<file path="config.mk">
export PLATFORM = sky130hd
export DESIGN_NAME = ivm_irq_vector_map
export DESIGN_NICKNAME = d
export VERILOG_FILES = /design/src/ivm_pkg.sv /design/src/ivm_addr_decoder.sv /design/src/ivm_irq_vector_map.sv
export SDC_FILE = /design/constraint.sdc
export NUM_CORES = 1
export LEC_CHECK = 0
export ABC_AREA = 1
export ABC_CLOCK_PERIOD_IN_PS = 9300
export BUFFER_PORTS_ARGS = -buffer_cell sky130_fd_sc_hd__buf_2
export CORE_MARGIN = 3
export CORE_UTILIZATION = 40
export DETAILED_ROUTE_END_ITERATION = 8
export PLACE_DENSITY = 0.61
export RECOVER_POWER = 50
export SLEW_MARGIN = 20
export SYNTH_ARGS = -nofsm -noshare
export SYNTH_HDL_FRONTEND = slang
export SYNTH_SLANG_ARGS = --single-unit
export TNS_END_PERCENT = 30
</file>
<file path="constraint.sdc">
create_clock -name clk_i -period 9.3 [get_ports clk_i]
set_input_delay 1.395 -clock clk_i [delete_from_list [all_inputs] [get_ports clk_i]]
set_output_delay 1.395 -clock clk_i [all_outputs]
set_load 0.05 [all_outputs]
</file>
<file path="src/ivm_pkg.sv">
/*
 * Shared constants and types for the interrupt vector map and the
 * data-space decoder of a small 8-bit controller.
 * Assumes a single processor clock and a synchronous, active-high reset.
 */
package ivm_pkg;

   // ****************************************************************
   // Vector numbering
   // ****************************************************************
   localparam int unsigned VEC_COUNT = 32;
   localparam logic [4:0] VEC_RESET          = 5'h00;
   localparam logic [4:0] VEC_SCAN_NMI       = 5'h01;
   localparam logic [4:0] VEC_VOLT_MON       = 5'h02;
   localparam logic [4:0] VEC_PORT_A         = 5'h03;
   localparam logic [4:0] VEC_PORT_B         = 5'h04;
   localparam logic [4:0] VEC_PORT_C         = 5'h05;
   localparam logic [4:0] VEC_RT_COUNTER     = 5'h06;
   localparam logic [4:0] VEC_PERIODIC       = 5'h07;
   localparam logic [4:0] VEC_TMRA_OVF       = 5'h08;
   localparam logic [4:0] VEC_TMRA_HUNF      = 5'h09;
   localparam logic [4:0] VEC_TMRA_CMP0      = 5'h0A;
   localparam logic [4:0] VEC_TMRA_CMP1      = 5'h0B;
   localparam logic [4:0] VEC_TMRA_CMP2      = 5'h0C;
   localparam logic [4:0] VEC_TMRB           = 5'h0D;
   localparam logic [4:0] VEC_COMPARATOR     = 5'h11;
   localparam logic [4:0] VEC_CONV_RESULT    = 5'h14;
   localparam logic [4:0] VEC_CONV_WINDOW    = 5'h15;
   localparam logic [4:0] VEC_TW_TARGET      = 5'h18;
   localparam logic [4:0] VEC_TW_CONTROLLER  = 5'h19;
   localparam logic [4:0] VEC_SER_PERIPH     = 5'h1A;
   localparam logic [4:0] VEC_SER_RX_DONE    = 5'h1B;
   localparam logic [4:0] VEC_SER_DATA_EMPTY = 5'h1C;
   localparam logic [4:0] VEC_SER_TX_DONE    = 5'h1D;
   localparam logic [4:0] VEC_NVM_READY      = 5'h1E;

   // Vectors that own a flag; reset, 14..16, 18, 19, 22, 23, 31 have none.
   localparam logic [31:0] VEC_SOURCE_MASK = 32'h7F32_3FFE;
   localparam logic [31:0] VEC_RESET_VALUE = 32'h0000_0000;

   // ****************************************************************
   // Data-space map, in ascending base order
   // ****************************************************************
   localparam int unsigned PERIPH_COUNT = 32;
   localparam logic [15:0] PERIPH_BASE [PERIPH_COUNT] = '{
      16'h0000, 16'h0004, 16'h0008, 16'h001C, 16'h0030, 16'h0040,
      16'h0050, 16'h0060, 16'h0080, 16'h00A0, 16'h0100, 16'h0110,
      16'h0120, 16'h0140, 16'h0180, 16'h01C0, 16'h0200, 16'h0400,
      16'h0420, 16'h0440, 16'h0600, 16'h0680, 16'h0800, 16'h0810,
      16'h0820, 16'h0A00, 16'h0A40, 16'h0F00, 16'h1000, 16'h1100,
      16'h1280, 16'h1300};
   // End of the mapped peripheral and memory-mapped region.
   localparam logic [15:0] DECODE_LIMIT = 16'h1800;

   // Peripheral indices into PERIPH_BASE.
   localparam logic [4:0] SEL_SYSTEM_CONFIG = 5'h1B;

   // Silicon revision register inside the system configuration block.
   localparam logic [15:0] SILICON_REVISION_OFFSET = 16'h0001;
   localparam logic [7:0]  READ_RESET_VALUE        = 8'h00;

   // ****************************************************************
   // Carriers
   // ****************************************************************
   typedef struct packed {
      logic scan_checker_nmi;
      logic voltage_level_monitor_irq;
      logic port_a_pin_irq;
      logic port_b_pin_irq;
      logic port_c_pin_irq;
      logic realtime_counter_irq;
      logic periodic_timer_irq;
      logic timer_a_overflow_irq;
      logic timer_a_high_underflow_irq;
      logic timer_a_compare0_irq;
      logic timer_a_compare1_irq;
      logic timer_a_compare2_irq;
      logic timer_b_irq;
      logic comparator_irq;
      logic converter_result_irq;
      logic converter_window_irq;
      logic two_wire_target_irq;
      logic two_wire_controller_irq;
      logic serial_periph_irq;
      logic serial_rx_complete_irq;
      logic serial_data_empty_irq;
      logic serial_tx_complete_irq;
      logic nvm_ready_irq;
   } ivm_sources_t;

   typedef struct packed {
      logic        hit;
      logic [4:0]  sel;
      logic [15:0] offset;
   } ivm_decode_t;

endpackage : ivm_pkg

</file>
<file path="src/ivm_addr_decoder.sv">
/*
 * Data-space address decoder: picks the peripheral whose base is the
 * highest one not above the address and reports the offset into it.
 * Assumes the address comes from logic on the same clock.
 */
`timescale 1ns/100ps

module ivm_addr_decoder
(
   // Clock and reset.
   input  wire logic             clk_i,
   input  wire logic             reset_i,
   // Access request.
   input  wire logic [15:0]      addr_i,
   input  wire logic             strobe_i,
   // Registered decode result.
   output ivm_pkg::ivm_decode_t  dec_o,
   output logic                  dec_valid_o
);

   typedef struct packed {
      ivm_pkg::ivm_decode_t dec;
      logic                 valid;
   } ivm_dec_state_t;

   ivm_dec_state_t state_q;
   ivm_dec_state_t state_d;

   // Highest base not above the address; the table is ascending so the
   // last match wins.
   function automatic ivm_pkg::ivm_decode_t decode(input logic [15:0] addr);
      ivm_pkg::ivm_decode_t r;
      r = '0;
      r.hit = (addr < ivm_pkg::DECODE_LIMIT);
      for (int i = 0; i < ivm_pkg::PERIPH_COUNT; i++)
      begin
         if (addr >= ivm_pkg::PERIPH_BASE[i])
         begin
            r.sel    = 5'(i);
            r.offset = addr - ivm_pkg::PERIPH_BASE[i];
         end
      end
      if (!r.hit)
      begin
         r.sel    = '0;
         r.offset = '0;
      end
      return r;
   endfunction : decode

   // Decode is registered so the read path sees a clean select.
   always_comb
   begin
      state_d       = state_q;
      state_d.valid = strobe_i;
      if (strobe_i)
      begin
         state_d.dec = decode(addr_i);
      end
   end

   // State register.
   always_ff @(posedge clk_i)
   begin
      if (reset_i)
      begin
         state_q <= '0;
      end
      else
      begin
         state_q <= state_d;
      end
   end

   assign dec_o       = state_q.dec;
   assign dec_valid_o = state_q.valid;

endmodule : ivm_addr_decoder

</file>
<file path="src/ivm_irq_vector_map.sv">
/*
 * Interrupt flag, enable and request logic for every vector with a source, plus the
 * data-space decode and the read-only silicon revision register.
 * Assumes peripheral events and processor accesses share clk_i.
 */
// Summary of operation
// - Peripheral event sets its sticky flag.
// - Request when enable and flag both set.
// - Request holds until flag, enable or global enable clears.
// - No request without global interrupt enable.
// - Each vector belongs to one peripheral.
// - Vectors 0-2: reset, scan NMI, voltage.
// - Vectors 3-7: ports A-C, counter, periodic.
// - Vectors 8-12: first timer sources in order.
// - 13 second timer, 17 comparator; gaps empty.
// - 20 converter result, 21 converter window.
// - 24-30: two-wire, SPI, serial, NVM.
// - Virtual ports, GPIO, processor low bases.
// - Interrupt, scan, counter, events, logic, mux.
// - Port blocks, converter, comparator bases.
// - Serial, two-wire and SPI bases.
// - Timers and system configuration bases.
// - NVM, signature, fuses, user row bases.
// - Processor can read silicon revision.
// - Revision at offset 0x01, 8-bit read-only.
`timescale 1ns/100ps

module ivm_irq_vector_map
#(
   // Silicon revision, counted from zero; value arbitrary.
   parameter logic [7:0] SILICON_REVISION = 8'h00
)
(
   // Clock and reset.
   input  wire logic                 clk_i,
   input  wire logic                 reset_i,
   // Peripheral event pulses.
   input  ivm_pkg::ivm_sources_t     src_event_i,
   // Flag register write, one clears.
   input  wire logic                 flag_clear_wr_i,
   input  wire logic [31:0]          flag_clear_data_i,
   // Enable register write.
   input  wire logic                 enable_wr_i,
   input  wire logic [31:0]          enable_data_i,
   // Global interrupt enable from the processor status.
   input  wire logic                 global_enable_i,
   // Processor read access.
   input  wire logic [15:0]          rd_addr_i,
   input  wire logic                 rd_strobe_i,
   // Interrupt requests per vector and status.
   output logic [31:0]               irq_req_o,
   output logic                      irq_any_o,
   output logic                      irq_nmi_o,
   output logic [4:0]                irq_lowest_o,
   output logic [31:0]               int_flag_register_o,
   output logic [31:0]               int_enable_register_o,
   // Read answer and decode.
   output logic [7:0]                rd_data_o,
   output logic                      rd_valid_o,
   output ivm_pkg::ivm_decode_t      rd_sel_o
);

   // ****************************************************************
   // State
   // ****************************************************************
   typedef struct packed {
      logic [31:0]          flags;
      logic [31:0]          enables;
      logic [31:0]          req;
      logic                 any;
      logic                 nmi;
      logic [4:0]           lowest;
      logic [7:0]           rdata;
      logic                 rvalid;
      ivm_pkg::ivm_decode_t rsel;
   } ivm_state_t;

   ivm_state_t state_q;
   ivm_state_t state_d;

   // Decoder outputs.
   ivm_pkg::ivm_decode_t dec;
   logic                 dec_valid;

   // Event pulses laid out by vector number.
   logic [31:0]          event_vec;

   // ****************************************************************
   // Functions
   // ****************************************************************

   // Place each named source on its fixed vector. Every vector has at
   // most one driver here, so a vector never carries two peripherals.
   function automatic logic [31:0] map_sources(input ivm_pkg::ivm_sources_t s);
      logic [31:0] v;
      v = '0;
      v[ivm_pkg::VEC_SCAN_NMI]       = s.scan_checker_nmi;
      v[ivm_pkg::VEC_VOLT_MON]       = s.voltage_level_monitor_irq;
      v[ivm_pkg::VEC_PORT_A]         = s.port_a_pin_irq;
      v[ivm_pkg::VEC_PORT_B]         = s.port_b_pin_irq;
      v[ivm_pkg::VEC_PORT_C]         = s.port_c_pin_irq;
      v[ivm_pkg::VEC_RT_COUNTER]     = s.realtime_counter_irq;
      v[ivm_pkg::VEC_PERIODIC]       = s.periodic_timer_irq;
      v[ivm_pkg::VEC_TMRA_OVF]       = s.timer_a_overflow_irq;
      v[ivm_pkg::VEC_TMRA_HUNF]      = s.timer_a_high_underflow_irq;
      v[ivm_pkg::VEC_TMRA_CMP0]      = s.timer_a_compare0_irq;
      v[ivm_pkg::VEC_TMRA_CMP1]      = s.timer_a_compare1_irq;
      v[ivm_pkg::VEC_TMRA_CMP2]      = s.timer_a_compare2_irq;
      v[ivm_pkg::VEC_TMRB]           = s.timer_b_irq;
      v[ivm_pkg::VEC_COMPARATOR]     = s.comparator_irq;
      v[ivm_pkg::VEC_CONV_RESULT]    = s.converter_result_irq;
      v[ivm_pkg::VEC_CONV_WINDOW]    = s.converter_window_irq;
      v[ivm_pkg::VEC_TW_TARGET]      = s.two_wire_target_irq;
      v[ivm_pkg::VEC_TW_CONTROLLER]  = s.two_wire_controller_irq;
      v[ivm_pkg::VEC_SER_PERIPH]     = s.serial_periph_irq;
      v[ivm_pkg::VEC_SER_RX_DONE]    = s.serial_rx_complete_irq;
      v[ivm_pkg::VEC_SER_DATA_EMPTY] = s.serial_data_empty_irq;
      v[ivm_pkg::VEC_SER_TX_DONE]    = s.serial_tx_complete_irq;
      v[ivm_pkg::VEC_NVM_READY]      = s.nvm_ready_irq;
      return v & ivm_pkg::VEC_SOURCE_MASK;
   endfunction : map_sources

   // Lowest-numbered set bit; zero when nothing is set. This is only a
   // hint for the core, not an arbiter with levels.
   function automatic logic [4:0] lowest_set(input logic [31:0] v);
      logic [4:0] n;
      n = '0;
      for (int i = int'(ivm_pkg::VEC_COUNT) - 1; i >= 0; i--)
      begin
         if (v[i])
         begin
            n = 5'(i);
         end
      end
      return n;
   endfunction : lowest_set

   // ****************************************************************
   // Address decoder
   // ****************************************************************

   // The decoder holds the whole base table, so the map lives in one
   // place and both the read path and the select output share it.
   ivm_addr_decoder u_decoder
   (
      .clk_i       (clk_i),
      .reset_i     (reset_i),
      .addr_i      (rd_addr_i),
      .strobe_i    (rd_strobe_i),
      .dec_o       (dec),
      .dec_valid_o (dec_valid)
   );

   // ****************************************************************
   // Next-state logic
   // ****************************************************************

   // Events sorted onto vector positions.
   assign event_vec = map_sources(src_event_i);

   // Flags, enables, requests and the read path.
   always_comb
   begin
      logic [31:0] flags_n;
      logic [31:0] req_n;
      flags_n = state_q.flags;
      req_n   = '0;
      state_d = state_q;

      // A written one clears a flag, but an event in the same cycle
      // wins so that no interrupt is ever dropped.
      if (flag_clear_wr_i)
      begin
         flags_n = flags_n & ~flag_clear_data_i;
      end
      flags_n       = flags_n | event_vec;
      state_d.flags = flags_n & ivm_pkg::VEC_SOURCE_MASK;

      // Enables only exist where a vector has a source.
      if (enable_wr_i)
      begin
         state_d.enables = enable_data_i & ivm_pkg::VEC_SOURCE_MASK;
      end

      // Requests are a pure level of flag and enable: they fall only
      // when a flag, an enable or the global enable falls, never on a timer.
      req_n = state_d.flags & state_d.enables;
      if (!global_enable_i)
      begin
         req_n = '0;
      end
      state_d.req    = req_n;
      state_d.any    = |req_n;
      state_d.nmi    = req_n[ivm_pkg::VEC_SCAN_NMI];
      state_d.lowest = lowest_set(req_n);

      // Read answer one cycle after the decode; the revision register is
      // the only readable location, everything else reads zero.
      state_d.rvalid = dec_valid;
      if (dec_valid)
      begin
         state_d.rsel  = dec;
         state_d.rdata = ivm_pkg::READ_RESET_VALUE;
         if (dec.hit
             && dec.sel == ivm_pkg::SEL_SYSTEM_CONFIG
             && dec.offset == ivm_pkg::SILICON_REVISION_OFFSET)
         begin
            state_d.rdata = SILICON_REVISION;
         end
      end
   end

   // ****************************************************************
   // State register
   // ****************************************************************

   // Everything resets clear; the revision is a constant and needs none.
   always_ff @(posedge clk_i)
   begin
      if (reset_i)
      begin
         state_q         <= '0;
         state_q.flags   <= ivm_pkg::VEC_RESET_VALUE;
         state_q.enables <= ivm_pkg::VEC_RESET_VALUE;
      end
      else
      begin
         state_q <= state_d;
      end
   end

   // ****************************************************************
   // Outputs
   // ****************************************************************

   // All outputs are register bits of the state.
   assign irq_req_o             = state_q.req;
   assign irq_any_o             = state_q.any;
   assign irq_nmi_o             = state_q.nmi;
   assign irq_lowest_o          = state_q.lowest;
   assign int_flag_register_o   = state_q.flags;
   assign int_enable_register_o = state_q.enables;
   assign rd_data_o             = state_q.rdata;
   assign rd_valid_o            = state_q.rvalid;
   assign rd_sel_o              = state_q.rsel;

endmodule : ivm_irq_vector_map

</file>
==> summary.md <==
| Metric | Value |
|---|---|
| Inst Count DP | 2566 |
| Wire per inst | 20.4 microns |
| Leakage | 5.96 nW |
| Routed via count | 14600 |
| YS warnings | 0 |
| Critical path class | input port to flip-flop |
| Detailed Route WL | 53000 microns |
| Seq cells post-synth | 121 |
| Most used DFF post-synth | dfxtp_1 |
| Critical Path RT | 9.64 ns |
| Final Non-Filler Cells | 2598 |
| Hold_buf cts | 0 |
| Design area | 13500 sq um |
| Post-DRT Antenna Nets | 0 |
| Synth top area cells | dfxtp_1 (20%), nand2_1 (18%), a21oi_1 (13%) |
| RSZ-0062 raised after global routing | no |
| Global-route wire length before repair | 77400 microns |
| Hold slack | 0.465 ns |
| Hold Crit Class | flip-flop to flip-flop |
| Max Clock Freq | 0.149 GHz |
| Clock sinks | 121 |
| Outcome | complete, but fails checks |
| Clk pwr share | 37.5% |
| Post_cts resized | 0 |
| Worst-path clk slew | 0.06 ns |
| TritonCTS buffer count | 17 |
| CP most frequent cell | nand2_1 |
| Clk_lat worst skew | 0.42 ns |
| Commonest non-fill, non-tap cell in the layout | nand2_1 |
| Fin crit share | 72.2% |
| Dpl ws | 2.51 ns |
| Setup TNS | 0 ns |
| Rows | 62 |
| Slew @ Worst Pin | 3.08 ns |
| Die W | 179 microns |
| Post-CTS setup buffers | 0 |
| Cell taking the most area after synthesis | dfxtp_1 |
| Die Footprint | 31900 sq um |
| Design Power | 1.73 mW |
| Number of synthesized flops with an enable pin | 0 |
| Nets | 2359 |
| H-tree levels | 4 |
| Layout cells sized above 1 | 11.2% |
| CTS tree | built |
| Post-synth top area share | 20.3% |
| Post-DP HPWL | 39800 microns |
| Int Pwr | 1.04 mW |
| Fin. max-slew vios | 74 |
| Vias in the first global route | 13300 |
| Root Buffer | clkbuf_16 |
| Sequential share of power | 32.3% |
| Initial antenna violation count | 0 |
| Avg Vias per Cell | 5.60 |
| Initial DRC count | 1319 |
| Worst Setup Start Kind | input port |
| Sequential share of the synthesized area | 20.3% |
| Final worst setup slack | 2.59 ns |
| Total track usage | 31.8% |
| Post-Synthesis Cells | 2072 |
| Slew headroom | -105% |
| Max-Cap Viols | 1 |
| Maximum vdd drop | 0.108 mV |
| Layout area overhead | 13.0% |
| DRC viols | 0 |
| Net Sw Frac | 39.7% |
| Ys async rst share | 0% |
| PD cells | 128 nW/um^2 |
| Gate power share | 30.2% |
| Initial DRT Pass Iterations | 6 |
| NetSw | 0.687 mW |
| Core ar. | 29100 sq um |
| # IOs | 243 |
| GRT Residual Overflow | 0 |
| Diodes inserted | 0 |
| Worst-path fanout max | 10 |
| Critical Path AT | 7.05 ns |
| Crit-path max cell delay | 0.92 ns |
| Synth cell types | 55 |
| Failing checks | capacitance limit, slew limit |
| Final setup viols | 0 |
| Die H | 179 microns |
| Clock Path Buffers | 2 |
| Final Hold Viols | 0 |
| Synth Cell Area | 11900 sq um |
| Slowest cell on crit path | a21oi_1 |
| Most frequent cells in the layout | nand2_1 (568), a21oi_1 (304), nor2_1 (255), inv_1 (194), o21ai_0 (147) |
| Routability cong. | 1.01 |
| CP Capture Type | flip-flop |
| Final Core Density | 46.3% |
| Layout Skew | 0.0148 ns |
| Syn Area/Cell | 5.76 sq um |
| Placed cell areas | 13000 sq um |
| PortBufs | 189 |
| Final worst path period need | 6.71 ns |
| Largest net degree at the start of global routing | 74 |
| Initial Util | 41.0% |
-- power groups by stage --
stage	registers (mW)	logic, mW	clock network, mW
2_1_floorplan	0.659	0.283	0
3_3_place_gp	0.569	0.515	0
3_5_place_dp	0.570	0.516	0
4_1_cts	0.558	0.519	0.662
5_1_grt	0.562	0.560	0.688
6_report	0.559	0.524	0.650
-- per-layer routing --
layer / routed length, microns / track usage (%) / vias to the layer above
li1: - / - / 6909
met1: 21800 / 40.8 / 6651
met2: 23300 / 50.6 / 841
met3: 5090 / 5.97 / 156
met4: 2820 / 16.9 / 0
met5: 0 / 0 / -
-- flip-flops by register name (all words and copies together) (netlist names) --
name,count
irq_req_o,23
rd_sel_o,22
u_decoder.dec_o,22
irq_any_o,1
rd_valid_o,1
int_enable_register_o,23
irq_lowest_o,5
u_decoder.dec_valid_o,1
int_flag_register_o,23
-- area by class of cell --
class                   instances  area, sq um
repair buffers                208         1010
well taps                     384          480
clock inverters                15          153
multi-input cells            1640         8190
clock buffers                  17          425
inverters                     213          803
fillers                      3175        15600
flip-flops and latches        121         2420
-- kinds of logic (layout without fill, tap and decap cells) --
family | Yosys count | count (layout) | share of synthesized area (%)
AO/OA/AOI/OAI | 550 | 550 | 25.3
XOR/XNOR | 58 | 58 | 4.26
adder cells (fa/ha/maj) | 49 | 49 | 5.14
buffers and inverters | 345 | 453 | 12.3
flip-flops | 121 | 121 | 20.3
multiplexers | 4 | 4 | 0.335
other | 1 | 35 | 0.0314
AND/OR/NAND/NOR | 944 | 944 | 32.4
-- synthesized netlist by cell type (all sizes together), types with 2 or more instances --
library cell	count
nand2	576
a21oi	314
nor2	269
inv	206
o21ai	158
dfxtp	121
clkbuf	69
buf	63
nand3	53
ha	49
xor2	49
a31oi	29
nor3	22
o211ai	10
or2	10
nand4	9
xnor2	9
o221ai	8
clkinv	7
o21a	7
o31ai	7
a211oi	4
mux2i	4
a21boi	3
nor4	3
o22ai	3
a311oi	2
a41oi	2
-- critical path: cells and delay by family --
kind	cells	cell delay [ns]
buffers and inverters	4	1.47
adders and majority gates	1	0.53
and+or+nand+nor	33	2.15
AOI/OAI and AO/OA	4	1.48
-- final timing paths --
| path | start | endpoint | slack, ns | depth (start not counted) |
|---|---|---|---|---|
| worst max-delay path | rd_addr_i[7] | u_decoder.dec_o[13] | 2.59 | 42 |
| worst min-delay path | u_decoder.dec_o[18] | u_decoder.dec_o[18] | 0.47 | 2 |
| worst max register to register | int_enable_register_o[29] | irq_lowest_o[0] | 6.96 | 13 |
| worst min register to register | u_decoder.dec_o[18] | u_decoder.dec_o[18] | 0.47 | 2 |
Power figures use the tool's default switching activity.
